===== src/verilog/fpic_pkg.sv =====
/*
 Shared constants and types of the flash protection, timing and interrupt controller.
 Assumes a 256-KB flash array of 32-bit words reached through a simple one-cycle read port.
*/
`default_nettype none
package fpic_pkg;
	// ----------------------------------------------------------------
	// Geometry
	// ----------------------------------------------------------------
	localparam int FLASH_AW = 18;
	localparam int WORD_AW = 16;
	localparam int PAGE_LSB = 10;
	localparam int UNIT_LSB = 11;
	localparam int UNIT_W = 7;
	localparam int PROT_REGS = 4;
	localparam int PROT_BITS = 128;
	// ----------------------------------------------------------------
	// Register offsets
	// ----------------------------------------------------------------
	localparam int APB_AW = 12;
	localparam logic [11:0] OFF_TARGET_ADDR = 12'h000;
	localparam logic [11:0] OFF_WRITE_DATA = 12'h004;
	localparam logic [11:0] OFF_CONTROL = 12'h008;
	localparam logic [11:0] OFF_RAW_STATUS = 12'h00c;
	localparam logic [11:0] OFF_IRQ_MASK = 12'h010;
	localparam logic [11:0] OFF_IRQ_CLEAR = 12'h014;
	localparam logic [11:0] OFF_USEC_RELOAD = 12'h140;
	localparam logic [11:0] OFF_READ_EN0 = 12'h200;
	localparam logic [11:0] OFF_PROG_EN0 = 12'h400;
	// ----------------------------------------------------------------
	// Fields and reset values
	// ----------------------------------------------------------------
	localparam int CMD_KEY_LSB = 16;
	localparam logic [15:0] CMD_KEY = 16'ha442;
	localparam int CMD_WRITE_BIT = 0;
	localparam int CMD_ERASE_BIT = 1;
	localparam int CMD_COMMIT_BIT = 3;
	localparam int STAT_ACCESS_BIT = 0;
	localparam int STAT_PROG_BIT = 1;
	localparam logic [7:0] USEC_RELOAD_RESET = 8'h31;
	localparam logic [31:0] PROT_FACTORY = 32'hffffffff;
	localparam int COMMIT_SEL_W = 3;
	// ----------------------------------------------------------------
	// Timing, in microseconds
	// ----------------------------------------------------------------
	localparam int PROG_TIME_US = 20;
	localparam int ERASE_TIME_US = 20000;
	localparam int US_CNT_W = 20;
	// ----------------------------------------------------------------
	// Types
	// ----------------------------------------------------------------
	typedef enum logic [1:0] {
		KIND_FETCH = 2'h0,
		KIND_DATA = 2'h1,
		KIND_DEBUG = 2'h2
	} fpic_kind_type;
	typedef enum logic [2:0] {
		ST_IDLE = 3'h0,
		ST_READ_CUR = 3'h1,
		ST_PROGRAM = 3'h3,
		ST_DONE = 3'h2,
		ST_ERASE = 3'h6
	} fpic_state_type;
	// Protection unit index of a byte address.
	function automatic logic [UNIT_W-1:0] fpic_unit(input logic [FLASH_AW-1:0] addr);
		fpic_unit = addr[UNIT_LSB +: UNIT_W];
	endfunction
	// Bit of a 128-bit policy vector made of four 32-bit registers.
	function automatic logic fpic_bit(input logic [PROT_BITS-1:0] v, input logic [UNIT_W-1:0] u);
		fpic_bit = v[u];
	endfunction
endpackage
`default_nettype wire


===== src/verilog/fpic_top.sv =====
/*
 Flash controller: protection policy, program and erase sequencing, timing and status.
 Assumes an APB master for registers, a system bus read port held until ready, a flash
 array with a one-cycle synchronous read and level program and erase strobes, and a
 nonvolatile store that holds committed protection words.
*/
`timescale 1ns/10ps
`default_nettype none
module fpic_top #(
	parameter int PROG_US = fpic_pkg::PROG_TIME_US,
	parameter int ERASE_US = fpic_pkg::ERASE_TIME_US
) (
	input wire logic clk,
	input wire logic rstn,
	input wire logic porn,
	input wire logic psel,
	input wire logic penable,
	input wire logic pwrite,
	input wire logic [fpic_pkg::APB_AW-1:0] paddr,
	input wire logic [31:0] pwdata,
	output logic [31:0] prdata,
	output logic pready,
	output logic pslverr,
	input wire logic sb_valid,
	input wire logic [1:0] sb_kind,
	input wire logic [fpic_pkg::FLASH_AW-1:0] sb_addr,
	output logic sb_ready,
	output logic [31:0] sb_rdata,
	output logic sb_fault,
	output logic [fpic_pkg::WORD_AW-1:0] arr_addr,
	output logic arr_read,
	input wire logic [31:0] arr_rdata,
	output logic [31:0] arr_wdata,
	output logic arr_prog,
	output logic arr_erase,
	input wire logic [fpic_pkg::PROT_BITS-1:0] nv_read_enable_bits,
	input wire logic [fpic_pkg::PROT_BITS-1:0] nv_program_enable_bits,
	output logic nv_commit,
	output logic [fpic_pkg::COMMIT_SEL_W-1:0] nv_commit_sel,
	output logic [31:0] nv_commit_data,
	output logic flash_irq
);
	import fpic_pkg::*;

	initial begin
		if (PROG_US < 1 || PROG_US >= (1 << US_CNT_W)) begin
			$error("PROG_US out of range");
		end
		if (ERASE_US < 1 || ERASE_US >= (1 << US_CNT_W)) begin
			$error("ERASE_US out of range");
		end
	end

	localparam logic [US_CNT_W-1:0] PROG_LOAD = US_CNT_W'(PROG_US - 1);
	localparam logic [US_CNT_W-1:0] ERASE_LOAD = US_CNT_W'(ERASE_US - 1);

	// ----------------------------------------------------------------
	// Register state
	// ----------------------------------------------------------------
	logic [31:0] flash_target_address_reg;
	logic [31:0] flash_write_data_reg;
	logic [7:0] microsecond_reload_count_reg;
	logic [1:0] flash_irq_mask_reg;
	logic [1:0] flash_raw_irq_status_reg;
	logic [31:0] block_read_enable_bits_reg [PROT_REGS];
	logic [31:0] block_program_enable_bits_reg [PROT_REGS];
	logic nv_load_pending_reg;
	logic cmd_write_reg;
	logic cmd_erase_reg;
	fpic_state_type state_reg;
	logic [FLASH_AW-1:0] op_addr_reg;
	logic [31:0] op_data_reg;
	logic [US_CNT_W-1:0] us_left_reg;
	logic [7:0] usec_div_reg;
	logic sb_pending_reg;
	logic sb_done_reg;
	logic [31:0] sb_rdata_reg;
	logic sb_fault_reg;
	logic [31:0] arr_wdata_reg;
	logic cur_wait_reg;
	logic nv_commit_reg;
	logic [COMMIT_SEL_W-1:0] nv_commit_sel_reg;
	logic [31:0] nv_commit_data_reg;

	logic apb_wr;
	logic apb_rd;
	logic [PROT_BITS-1:0] read_en_vec;
	logic [PROT_BITS-1:0] prog_en_vec;
	logic key_ok;
	logic cmd_wr;
	logic req_write;
	logic req_erase;
	logic req_commit;
	logic target_open;
	logic start_op;
	logic refuse_op;
	logic us_tick;
	logic op_done;
	logic [1:0] status_set;
	logic [1:0] status_clr;
	logic [1:0] flash_masked_irq_status;
	logic sb_take;
	logic sb_denied;

	always_comb begin
		for (int i = 0; i < PROT_REGS; i++) begin
			read_en_vec[i*32 +: 32] = block_read_enable_bits_reg[i];
			prog_en_vec[i*32 +: 32] = block_program_enable_bits_reg[i];
		end
	end

	// ----------------------------------------------------------------
	// Bus decode
	// ----------------------------------------------------------------
	assign apb_wr = psel && penable && pwrite;
	assign apb_rd = psel && penable && !pwrite;
	assign pready = 1'b1;
	assign cmd_wr = apb_wr && (paddr == OFF_CONTROL);
	assign key_ok = pwdata[CMD_KEY_LSB +: 16] == CMD_KEY;
	assign req_write = cmd_wr && key_ok && pwdata[CMD_WRITE_BIT] && state_reg == ST_IDLE;
	assign req_erase = cmd_wr && key_ok && !pwdata[CMD_WRITE_BIT] && pwdata[CMD_ERASE_BIT]
		&& state_reg == ST_IDLE;
	assign req_commit = cmd_wr && key_ok && pwdata[CMD_COMMIT_BIT] && state_reg == ST_IDLE
		&& !pwdata[CMD_WRITE_BIT] && !pwdata[CMD_ERASE_BIT]
		&& flash_target_address_reg[31:COMMIT_SEL_W] == '0;
	assign target_open = fpic_bit(prog_en_vec,
		fpic_unit(flash_target_address_reg[FLASH_AW-1:0]));
	assign start_op = (req_write || req_erase) && target_open;
	assign refuse_op = (req_write || req_erase) && !target_open;

	always_comb begin
		prdata = 32'h0;
		pslverr = 1'b0;
		unique case (paddr)
			OFF_TARGET_ADDR: prdata = flash_target_address_reg;
			OFF_WRITE_DATA: prdata = flash_write_data_reg;
			OFF_CONTROL: prdata = {30'h0, cmd_erase_reg, cmd_write_reg};
			OFF_RAW_STATUS: prdata = {30'h0, flash_raw_irq_status_reg};
			OFF_IRQ_MASK: prdata = {30'h0, flash_irq_mask_reg};
			OFF_IRQ_CLEAR: prdata = {30'h0, flash_masked_irq_status};
			OFF_USEC_RELOAD: prdata = {24'h0, microsecond_reload_count_reg};
			OFF_READ_EN0, OFF_READ_EN0 + 12'h004, OFF_READ_EN0 + 12'h008,
			OFF_READ_EN0 + 12'h00c: prdata = block_read_enable_bits_reg[paddr[3:2]];
			OFF_PROG_EN0, OFF_PROG_EN0 + 12'h004, OFF_PROG_EN0 + 12'h008,
			OFF_PROG_EN0 + 12'h00c: prdata = block_program_enable_bits_reg[paddr[3:2]];
			default: pslverr = apb_wr || apb_rd;
		endcase
	end

	// ----------------------------------------------------------------
	// Software registers on the normal reset
	// ----------------------------------------------------------------
	always_ff @(posedge clk or negedge rstn) begin
		if (!rstn) begin
			flash_target_address_reg <= 32'h0;
			flash_write_data_reg <= 32'h0;
			flash_irq_mask_reg <= 2'h0;
			microsecond_reload_count_reg <= USEC_RELOAD_RESET;
		end else if (apb_wr) begin
			if (paddr == OFF_TARGET_ADDR) begin
				flash_target_address_reg <= pwdata;
			end
			if (paddr == OFF_WRITE_DATA) begin
				flash_write_data_reg <= pwdata;
			end
			if (paddr == OFF_IRQ_MASK) begin
				flash_irq_mask_reg <= pwdata[1:0];
			end
			if (paddr == OFF_USEC_RELOAD) begin
				microsecond_reload_count_reg <= pwdata[7:0];
			end
		end
	end

	// ----------------------------------------------------------------
	// Protection registers
	// ----------------------------------------------------------------
	// Only power-on reset touches these, so an uncommitted clear survives a normal reset.
	// Committed words are reloaded from the nonvolatile store one edge after release.
	always_ff @(posedge clk or negedge porn) begin
		if (!porn) begin
			nv_load_pending_reg <= 1'b1;
			for (int i = 0; i < PROT_REGS; i++) begin
				block_read_enable_bits_reg[i] <= PROT_FACTORY;
				block_program_enable_bits_reg[i] <= PROT_FACTORY;
			end
		end else if (nv_load_pending_reg) begin
			nv_load_pending_reg <= 1'b0;
			for (int i = 0; i < PROT_REGS; i++) begin
				block_read_enable_bits_reg[i] <= nv_read_enable_bits[i*32 +: 32];
				block_program_enable_bits_reg[i] <= nv_program_enable_bits[i*32 +: 32];
			end
		end else if (apb_wr) begin
			for (int i = 0; i < PROT_REGS; i++) begin
				if (paddr == OFF_READ_EN0 + 12'(4 * i)) begin
					block_read_enable_bits_reg[i] <= block_read_enable_bits_reg[i] & pwdata;
				end
				if (paddr == OFF_PROG_EN0 + 12'(4 * i)) begin
					block_program_enable_bits_reg[i] <= block_program_enable_bits_reg[i] & pwdata;
				end
			end
		end
	end

	// ----------------------------------------------------------------
	// Commit to the nonvolatile store
	// ----------------------------------------------------------------
	always_ff @(posedge clk or negedge rstn) begin
		if (!rstn) begin
			nv_commit_reg <= 1'b0;
			nv_commit_sel_reg <= '0;
			nv_commit_data_reg <= 32'h0;
		end else begin
			nv_commit_reg <= req_commit;
			if (req_commit) begin
				nv_commit_sel_reg <= flash_target_address_reg[COMMIT_SEL_W-1:0];
				nv_commit_data_reg <= flash_target_address_reg[0]
					? block_program_enable_bits_reg[flash_target_address_reg[2:1]]
					: block_read_enable_bits_reg[flash_target_address_reg[2:1]];
			end
		end
	end

	// ----------------------------------------------------------------
	// Microsecond divider
	// ----------------------------------------------------------------
	// Restarted with each operation so that the first microsecond is a whole one.
	assign us_tick = usec_div_reg == 8'h0;
	always_ff @(posedge clk or negedge rstn) begin
		if (!rstn) begin
			usec_div_reg <= USEC_RELOAD_RESET;
		end else if (start_op || us_tick || state_reg == ST_READ_CUR) begin
			usec_div_reg <= microsecond_reload_count_reg;
		end else begin
			usec_div_reg <= usec_div_reg - 8'h1;
		end
	end

	// ----------------------------------------------------------------
	// Program and erase sequencer
	// ----------------------------------------------------------------
	assign op_done = state_reg == ST_DONE;
	always_ff @(posedge clk or negedge rstn) begin
		if (!rstn) begin
			state_reg <= ST_IDLE;
			op_addr_reg <= '0;
			op_data_reg <= 32'h0;
			us_left_reg <= '0;
			arr_wdata_reg <= 32'h0;
			cur_wait_reg <= 1'b0;
		end else begin
			unique case (state_reg)
				ST_IDLE: begin
					if (start_op) begin
						op_addr_reg <= flash_target_address_reg[FLASH_AW-1:0];
						op_data_reg <= flash_write_data_reg;
						us_left_reg <= req_write ? PROG_LOAD : ERASE_LOAD;
						state_reg <= req_write ? ST_READ_CUR : ST_ERASE;
					end
				end
				// The array answers one cycle after the read strobe, so the word is taken later.
				ST_READ_CUR: begin
					cur_wait_reg <= !cur_wait_reg;
					if (cur_wait_reg) begin
						state_reg <= ST_PROGRAM;
					end
				end
				ST_PROGRAM, ST_ERASE: begin
					if (us_tick) begin
						us_left_reg <= us_left_reg - US_CNT_W'(1);
						if (us_left_reg == '0) begin
							state_reg <= ST_DONE;
						end
					end
				end
				ST_DONE: begin
					state_reg <= ST_IDLE;
				end
				default: begin
					state_reg <= ST_IDLE;
				end
			endcase
			if (state_reg == ST_READ_CUR && cur_wait_reg) begin
				arr_wdata_reg <= arr_rdata & op_data_reg;
			end
		end
	end

	always_ff @(posedge clk or negedge rstn) begin
		if (!rstn) begin
			cmd_write_reg <= 1'b0;
			cmd_erase_reg <= 1'b0;
		end else if (start_op) begin
			cmd_write_reg <= req_write;
			cmd_erase_reg <= req_erase;
		end else if (op_done) begin
			cmd_write_reg <= 1'b0;
			cmd_erase_reg <= 1'b0;
		end
	end

	assign arr_prog = state_reg == ST_PROGRAM;
	assign arr_erase = state_reg == ST_ERASE;
	assign arr_wdata = arr_wdata_reg;
	assign arr_read = sb_take && !sb_denied || (state_reg == ST_READ_CUR && !cur_wait_reg);
	// The erase address names the 1-KB page; the array clears the whole page.
	always_comb begin
		if (state_reg == ST_IDLE) begin
			arr_addr = sb_addr[FLASH_AW-1:2];
		end else if (state_reg == ST_ERASE) begin
			arr_addr = {op_addr_reg[FLASH_AW-1:PAGE_LSB], 8'h0};
		end else begin
			arr_addr = op_addr_reg[FLASH_AW-1:2];
		end
	end

	// ----------------------------------------------------------------
	// Status and interrupt
	// ----------------------------------------------------------------
	assign status_set[STAT_ACCESS_BIT] = refuse_op;
	assign status_set[STAT_PROG_BIT] = op_done;
	assign status_clr = (apb_wr && paddr == OFF_IRQ_CLEAR) ? pwdata[1:0] : 2'h0;
	always_ff @(posedge clk or negedge rstn) begin
		if (!rstn) begin
			flash_raw_irq_status_reg <= 2'h0;
		end else begin
			// A new event in the clearing cycle is kept.
			flash_raw_irq_status_reg <= (flash_raw_irq_status_reg & ~status_clr) | status_set;
		end
	end
	assign flash_masked_irq_status = flash_raw_irq_status_reg & flash_irq_mask_reg;
	assign flash_irq = |flash_masked_irq_status;

	// ----------------------------------------------------------------
	// System bus reads
	// ----------------------------------------------------------------
	// Reads wait while the array is busy programming or erasing.
	assign sb_take = sb_valid && state_reg == ST_IDLE && !sb_pending_reg && !sb_done_reg;
	assign sb_denied = sb_kind != KIND_FETCH
		&& !fpic_bit(read_en_vec, fpic_unit(sb_addr));
	always_ff @(posedge clk or negedge rstn) begin
		if (!rstn) begin
			sb_pending_reg <= 1'b0;
			sb_done_reg <= 1'b0;
			sb_rdata_reg <= 32'h0;
			sb_fault_reg <= 1'b0;
		end else begin
			sb_pending_reg <= sb_take && !sb_denied;
			sb_done_reg <= sb_pending_reg || (sb_take && sb_denied);
			if (sb_take && sb_denied) begin
				sb_rdata_reg <= 32'h0;
				sb_fault_reg <= 1'b1;
			end else if (sb_pending_reg) begin
				sb_rdata_reg <= arr_rdata;
				sb_fault_reg <= 1'b0;
			end
		end
	end
	assign sb_ready = sb_done_reg;
	assign sb_rdata = sb_rdata_reg;
	assign sb_fault = sb_fault_reg && sb_done_reg;

	assign nv_commit = nv_commit_reg;
	assign nv_commit_sel = nv_commit_sel_reg;
	assign nv_commit_data = nv_commit_data_reg;
endmodule
`default_nettype wire


===== config.mk =====
export PLATFORM = sky130hd
export DESIGN_NAME = fpic_top
export DESIGN_NICKNAME = d
export VERILOG_FILES = /design/src/verilog/fpic_pkg.sv /design/src/verilog/fpic_top.sv
export SDC_FILE = /design/constraint.sdc
export NUM_CORES = 1
export LEC_CHECK = 0
export BUFFER_PORTS_ARGS = -buffer_cell sky130_fd_sc_hd__buf_2
export CAP_MARGIN = 20
export CELL_PAD_IN_SITES_DETAIL_PLACEMENT = 1
export CELL_PAD_IN_SITES_GLOBAL_PLACEMENT = 1
export CORE_ASPECT_RATIO = 0.75
export CORE_UTILIZATION = 45
export DETAILED_ROUTE_END_ITERATION = 7
export PLACE_DENSITY = 0.93
export SETUP_SLACK_MARGIN = 0.4
export SLEW_MARGIN = 20
export SYNTH_ARGS = -nofsm -noshare
export SYNTH_HDL_FRONTEND = slang
export SYNTH_SLANG_ARGS = --single-unit

===== constraint.sdc =====
create_clock -name clk -period 4.7 [get_ports clk]
set_clock_uncertainty 0.15 [all_clocks]
set_input_delay 0.47 -clock clk [delete_from_list [all_inputs] [get_ports clk]]
set_output_delay 0.47 -clock clk [all_outputs]
set_load 0.01 [all_outputs]

* After elaboration in Yosys (flattened, before gate mapping) *
Cells that the tools add are included.

operators by class
  bitwise operators = 15
  muxes and demuxes = 52
  equality and inequality tests = 23
  magnitude comparators = 4
  reductions and logical operators = 80
  $add $sub $neg = 2

operators with widths
  kind                   number
  $mux 32                19
  $mux 128               4
  $and 32x32->32         9
  $pmux 32 s9            1
  $bmux 32 s2            4
  $eq 12x10->1 const B   4
  $eq 12x11->1 const B   4
  $mux 20                2
  $pmux 20 s2            1
  $logic_not 29->1       1
  $logic_and 1x1->1      27
  $reduce_and 2->1       13
  $reduce_bool 2->1      13
  $eq 12x4->1 const B    2
  $eq 12x5->1 const B    2
  $logic_not 20->1       1
  $sub 20x1->20 const B  1
  $eq 16x16->1 const B   1
  $lt 7x8->1 const B     2
  $mux 16                1
  $mux 8                 2
  $mux 15                1
  $mux 3                 5
  $reduce_or 15->1       1
  25 further kinds       55

word-level totals
  bits in registers = 520

* Logic depth before layout (Yosys ltp) *
  depth in word-level cells = 12
  gate-level depth with buffers = 13

* Worst setup path after synthesis *
OpenSTA, ideal clock, no wires.

  path type = input port to output port
  start = input sb_addr[11] in the netlist's numbering
  end = output arr_read
  buffers on the path = 3
  arrival time = 3.025 ns
  cell stages on the path = 10
  slack = 1.055 ns
  path through = buf_2 -> buf_2 -> buf_2 -> mux4_2 -> mux4_2 -> mux2_2 -> nor4_1 -> nor4_1 -> and4_1 -> or2_2

on the way
  longest elaborated chain between the ends = 7

RTL lines
  item                          RTL line         source
  from (decl)                   fpic_top.sv:26   input wire logic [fpic_pkg::FLASH_AW-1:0] sb_addr,
  $bmux 1 s7                    fpic_pkg.sv:70   fpic_bit = v[u];
  $mux 1 (not written as such)  fpic_pkg.sv:70
  $logic_not 1->1               fpic_top.sv:340  && !fpic_bit(read_en_vec, fpic_unit(sb_addr));
  $logic_and 1x1->1             fpic_top.sv:340
  $logic_not 1->1               fpic_top.sv:305  assign arr_read = sb_take && !sb_denied || (state_reg == ST_READ_CUR && !cur_wait_reg);
  $logic_and 1x1->1             fpic_top.sv:305
  $logic_or 1x1->1              fpic_top.sv:305
  to (decl)                     fpic_top.sv:31   output logic arr_read,

Every way passes these cells. The select of a mux whose other input is x is not followed.

* Worst setup path in the final report *
  start = register block_read_enable_bits_reg[95] in the netlist's numbering
  end = output arr_read

on the way
  longest elaborated chain between the ends = 7

RTL lines
  item                               RTL line         source
  from (decl)                        fpic_top.sv:65   logic [31:0] block_read_enable_bits_reg [PROT_REGS];
  from (signal, indexed assignment)  fpic_top.sv:190  block_read_enable_bits_reg[i] <= nv_read_enable_bits[i*32 +: 32];
  from (signal, indexed assignment)  fpic_top.sv:196  block_read_enable_bits_reg[i] <= block_read_enable_bits_reg[i] & pwdata;
  $bmux 1 s7                         fpic_pkg.sv:70
  $mux 1 (not written as such)       fpic_pkg.sv:70
  $logic_not 1->1                    fpic_top.sv:340
  $logic_and 1x1->1                  fpic_top.sv:340
  $logic_not 1->1                    fpic_top.sv:305
  $logic_and 1x1->1                  fpic_top.sv:305
  $logic_or 1x1->1                   fpic_top.sv:305

Every way passes these cells. The select of a mux whose other input is x is not followed.

==> flow_summary.ini <==
[final_layout]
drive_gt1_share_pct = 41.5
ff_latch_area_um2 = 13300
final_common_cell = buf_2
nNetsFinal = 3364
area_growth_syn_to_layout_pct = 28.8
final_cell_mix = 507 x buf_2, 430 x nand2_1, 276 x dlygate4sd3_1
nFillCells = 6284
design_area_um2 = 36000
multi_input_area_um2 = 13800

[yosys]
avgSynthCellArea_um2 = 12.1
syn_area_um2 = 28000
synth-main-ff-cell = dfstp_2
synth_cell_type_count = 71
ys_ff_latch = 518
ys_async_sr_fraction_pct = 100
ys_seq_area_share_pct = 47.5
syn_nets = 2675
synth-edff-count = 0
yosysWarningCount = 0
synth_cells = 2313

[power_and_ir_drop]
ir_drop_v = 0.000259
p_leak_nw = 16.3
p_total_mw = 12.1
power_density_nw_per_um2 = 337

[global_routing]
grt_first_pass_wirelength_um = 204000
grt_max_degree = 119
track_usage_pct = 44.4
grt_pass1_vias = 29049
antenna_found_initial = 21
grt-ovfl-total = 0

[die]
row_count = 78
coreArea_um2 = 60900
ios = 515
dieArea_um2 = 63100
die_w_um = 290
initial_core_util_pct = 45.9
dieHeight_um = 218

[cts]
cts_max_level = 2
clock_path_buffers = 3
cts_tree = done
cts_sinks = 518
root_buffer = clkbuf_16
cts_made_buffers = 54
insertion_delay_ps = 670
path_clk_slew_ps = 70

[worst_setup_path]
start_kind = flop
path_cells = mux4_2, mux4_2, mux2_2, nor4_2, nor4_4, buf_4, and4_1, or2_2, buf_2
cp.required_ps = 4080
crit_family = multiplexers
crit_path_top_delay_cell = mux4_2
path_buf_inv = 2
cp_max_fo = 4
crit_arrival_ps = 3690
end_kind = output pin
max_stage_delay_ps = 570
cpMostUsedCell = mux4_2
worstSetupPathType = flop to output pin

[timing]
fmax_mhz = 232
whs_ps = 6.59
slew_headroom_pct = 22.3
post-route-period-util_pct = 91.6
fin_tns_setup_ps = 0
fin_crit_ps = 4310
worst_pin_slew_ps = 1170
hold_viol_final = 0
rsz0062_at_grt = true
setup_viol = 0
drv_slew = 0

[routing]
drc = 0
dr.pass1.iters = 6
drt_wl_total_um = 142000
drtAntennaViolNets = 0
drt_iter0_drc = 4122
vias = 27400
wire_per_inst_um = 36.7
vias_per_cell = 7.09

[placement]
post_dp_cell_area_um2 = 31200
routabilityCongestion = 0.954
port_buffers = 511
dpl.hpwl_um = 85600

[worst_hold_path]
hp-class = primary input to flop

[status]
status = finished, final reports clean

[run]
drv_cap = 0
==> stage by stage <==
| step | utilization (%) | worst slack (ps) | std cells |
|---|---|---|---|
| after CTS | 58.9 | 427 | 3845 |
| after global routing | 59.1 | 357 | 3859 |
| after global placement | 51.2 | 439 | 3469 |
| after detailed placement | 51.2 | 326 | 3469 |
| after floorplan | - | 1050 | 2313 |
| final | 59.1 | 394 | 3867 |
==> cell usage after synthesis, drive strengths merged, types with 4 or more instances <==
cell    number  area (um^2)
and2        11         68.8
or3          4         25.0
a21oi        9         56.3
o211ai       4         30.0
nand4       12         75.1
mux4       196         4470
nand4b       4         35.0
a31oi        4         25.0
nand2b      39          251
dfstp      263         6910
a22oi       73          548
o21bai       6         45.0
or4          5         37.5
dfrtp      255         6380
o21ai       80          400
nor2        65          244
a22o       265         2320
xnor2        4         35.0
a31o        10         87.6
o31ai        5         37.5
buf         57          323
mux2i       76          761
nand2      431         1620
inv         11         41.3
nand3b       5         37.5
and3         8         50.1
nor4        18          113
nor4bb       4         40.0
mux2       136         1550
nand3       17         85.1
nor2b       15         93.8
clkbuf     152          608
nor4b       10         87.6
nor3        16         80.1
==> final timing paths <==
kind	startpoint	to	slack, ps	cells after the start
worst max-delay path	block_read_enable_bits_reg[95]	arr_read	390	9
worst min-delay path	nv_program_enable_bits[35]	block_program_enable_bits_reg[67]	7	2
worst max register to register	flash_target_address_reg[11]	op_data_reg[6]	410	9
worst min register to register	nv_commit_data[26]	nv_commit_data[26]	330	2
max in group asynchronous	rstn	flash_write_data_reg[9]	2960	3
min in group asynchronous	porn	block_program_enable_bits_reg[50]	190	1
==> worst register-to-register path: cells and delay by family (launching register included) <==
family	cells	cell delay, ps
simple gates	4	1400
mux	2	1000
flops	1	710
buf+inv	2	500
compound gates	1	410
==> kinds of logic after synthesis <==
| family | Yosys count | synth area share [%] |
|---|---|---|
| other | 2 | 0.0269 |
| muxes | 408 | 24.3 |
| DFF | 518 | 47.5 |
| buffers and inverters | 220 | 3.48 |
| xor gates and xnor gates | 7 | 0.219 |
| adders and majority gates | 3 | 0.134 |
| and+or+nand+nor | 671 | 10.7 |
| AOI/OAI and AO/OA | 484 | 13.6 |
==> metal layers <==
layer | global-route usage (%) | wire length, um
met4 | 34.8 | 13500
met2 | 67.4 | 62600
met5 | 0 | 107
met3 | 17.2 | 19300
met1 | 50.6 | 46500
==> final cells by class <==
| type | count | share of cell area, % |
|---|---|---|
| Tap cell | 800 | 2.78 |
| Timing Repair Buffer | 842 | 16.3 |
| Clock buffer | 71 | 4.30 |
| Clock inverter | 29 | 1.13 |
| Antenna cell | 21 | 0.146 |
| Inverter | 11 | 0.115 |
| Multi-Input combinational cell | 1575 | 38.3 |
| Sequential cell | 518 | 37.0 |
==> timing repair <==
| action | CTS | global route |
|---|---|---|
| setup buffers | 0 | 1 |
| gates cloned | 0 | 0 |
| hold buffers | 276 | 0 |
| endpoints found under the hold margin | 388 | 0 |
| gates resized for setup | 3 | 7 |
| setup endpoints to repair | 4 | 36 |
==> power breakdown <==
group | switching (mW) | internal, mW | total [mW]
clock network | 2.15 | 2.87 | 5.02
logic | 0.887 | 0.866 | 1.75
registers | 0.473 | 4.90 | 5.38
total | 3.51 | 8.64 | 12.1
No activity file was read; power rests on OpenSTA's default activity.
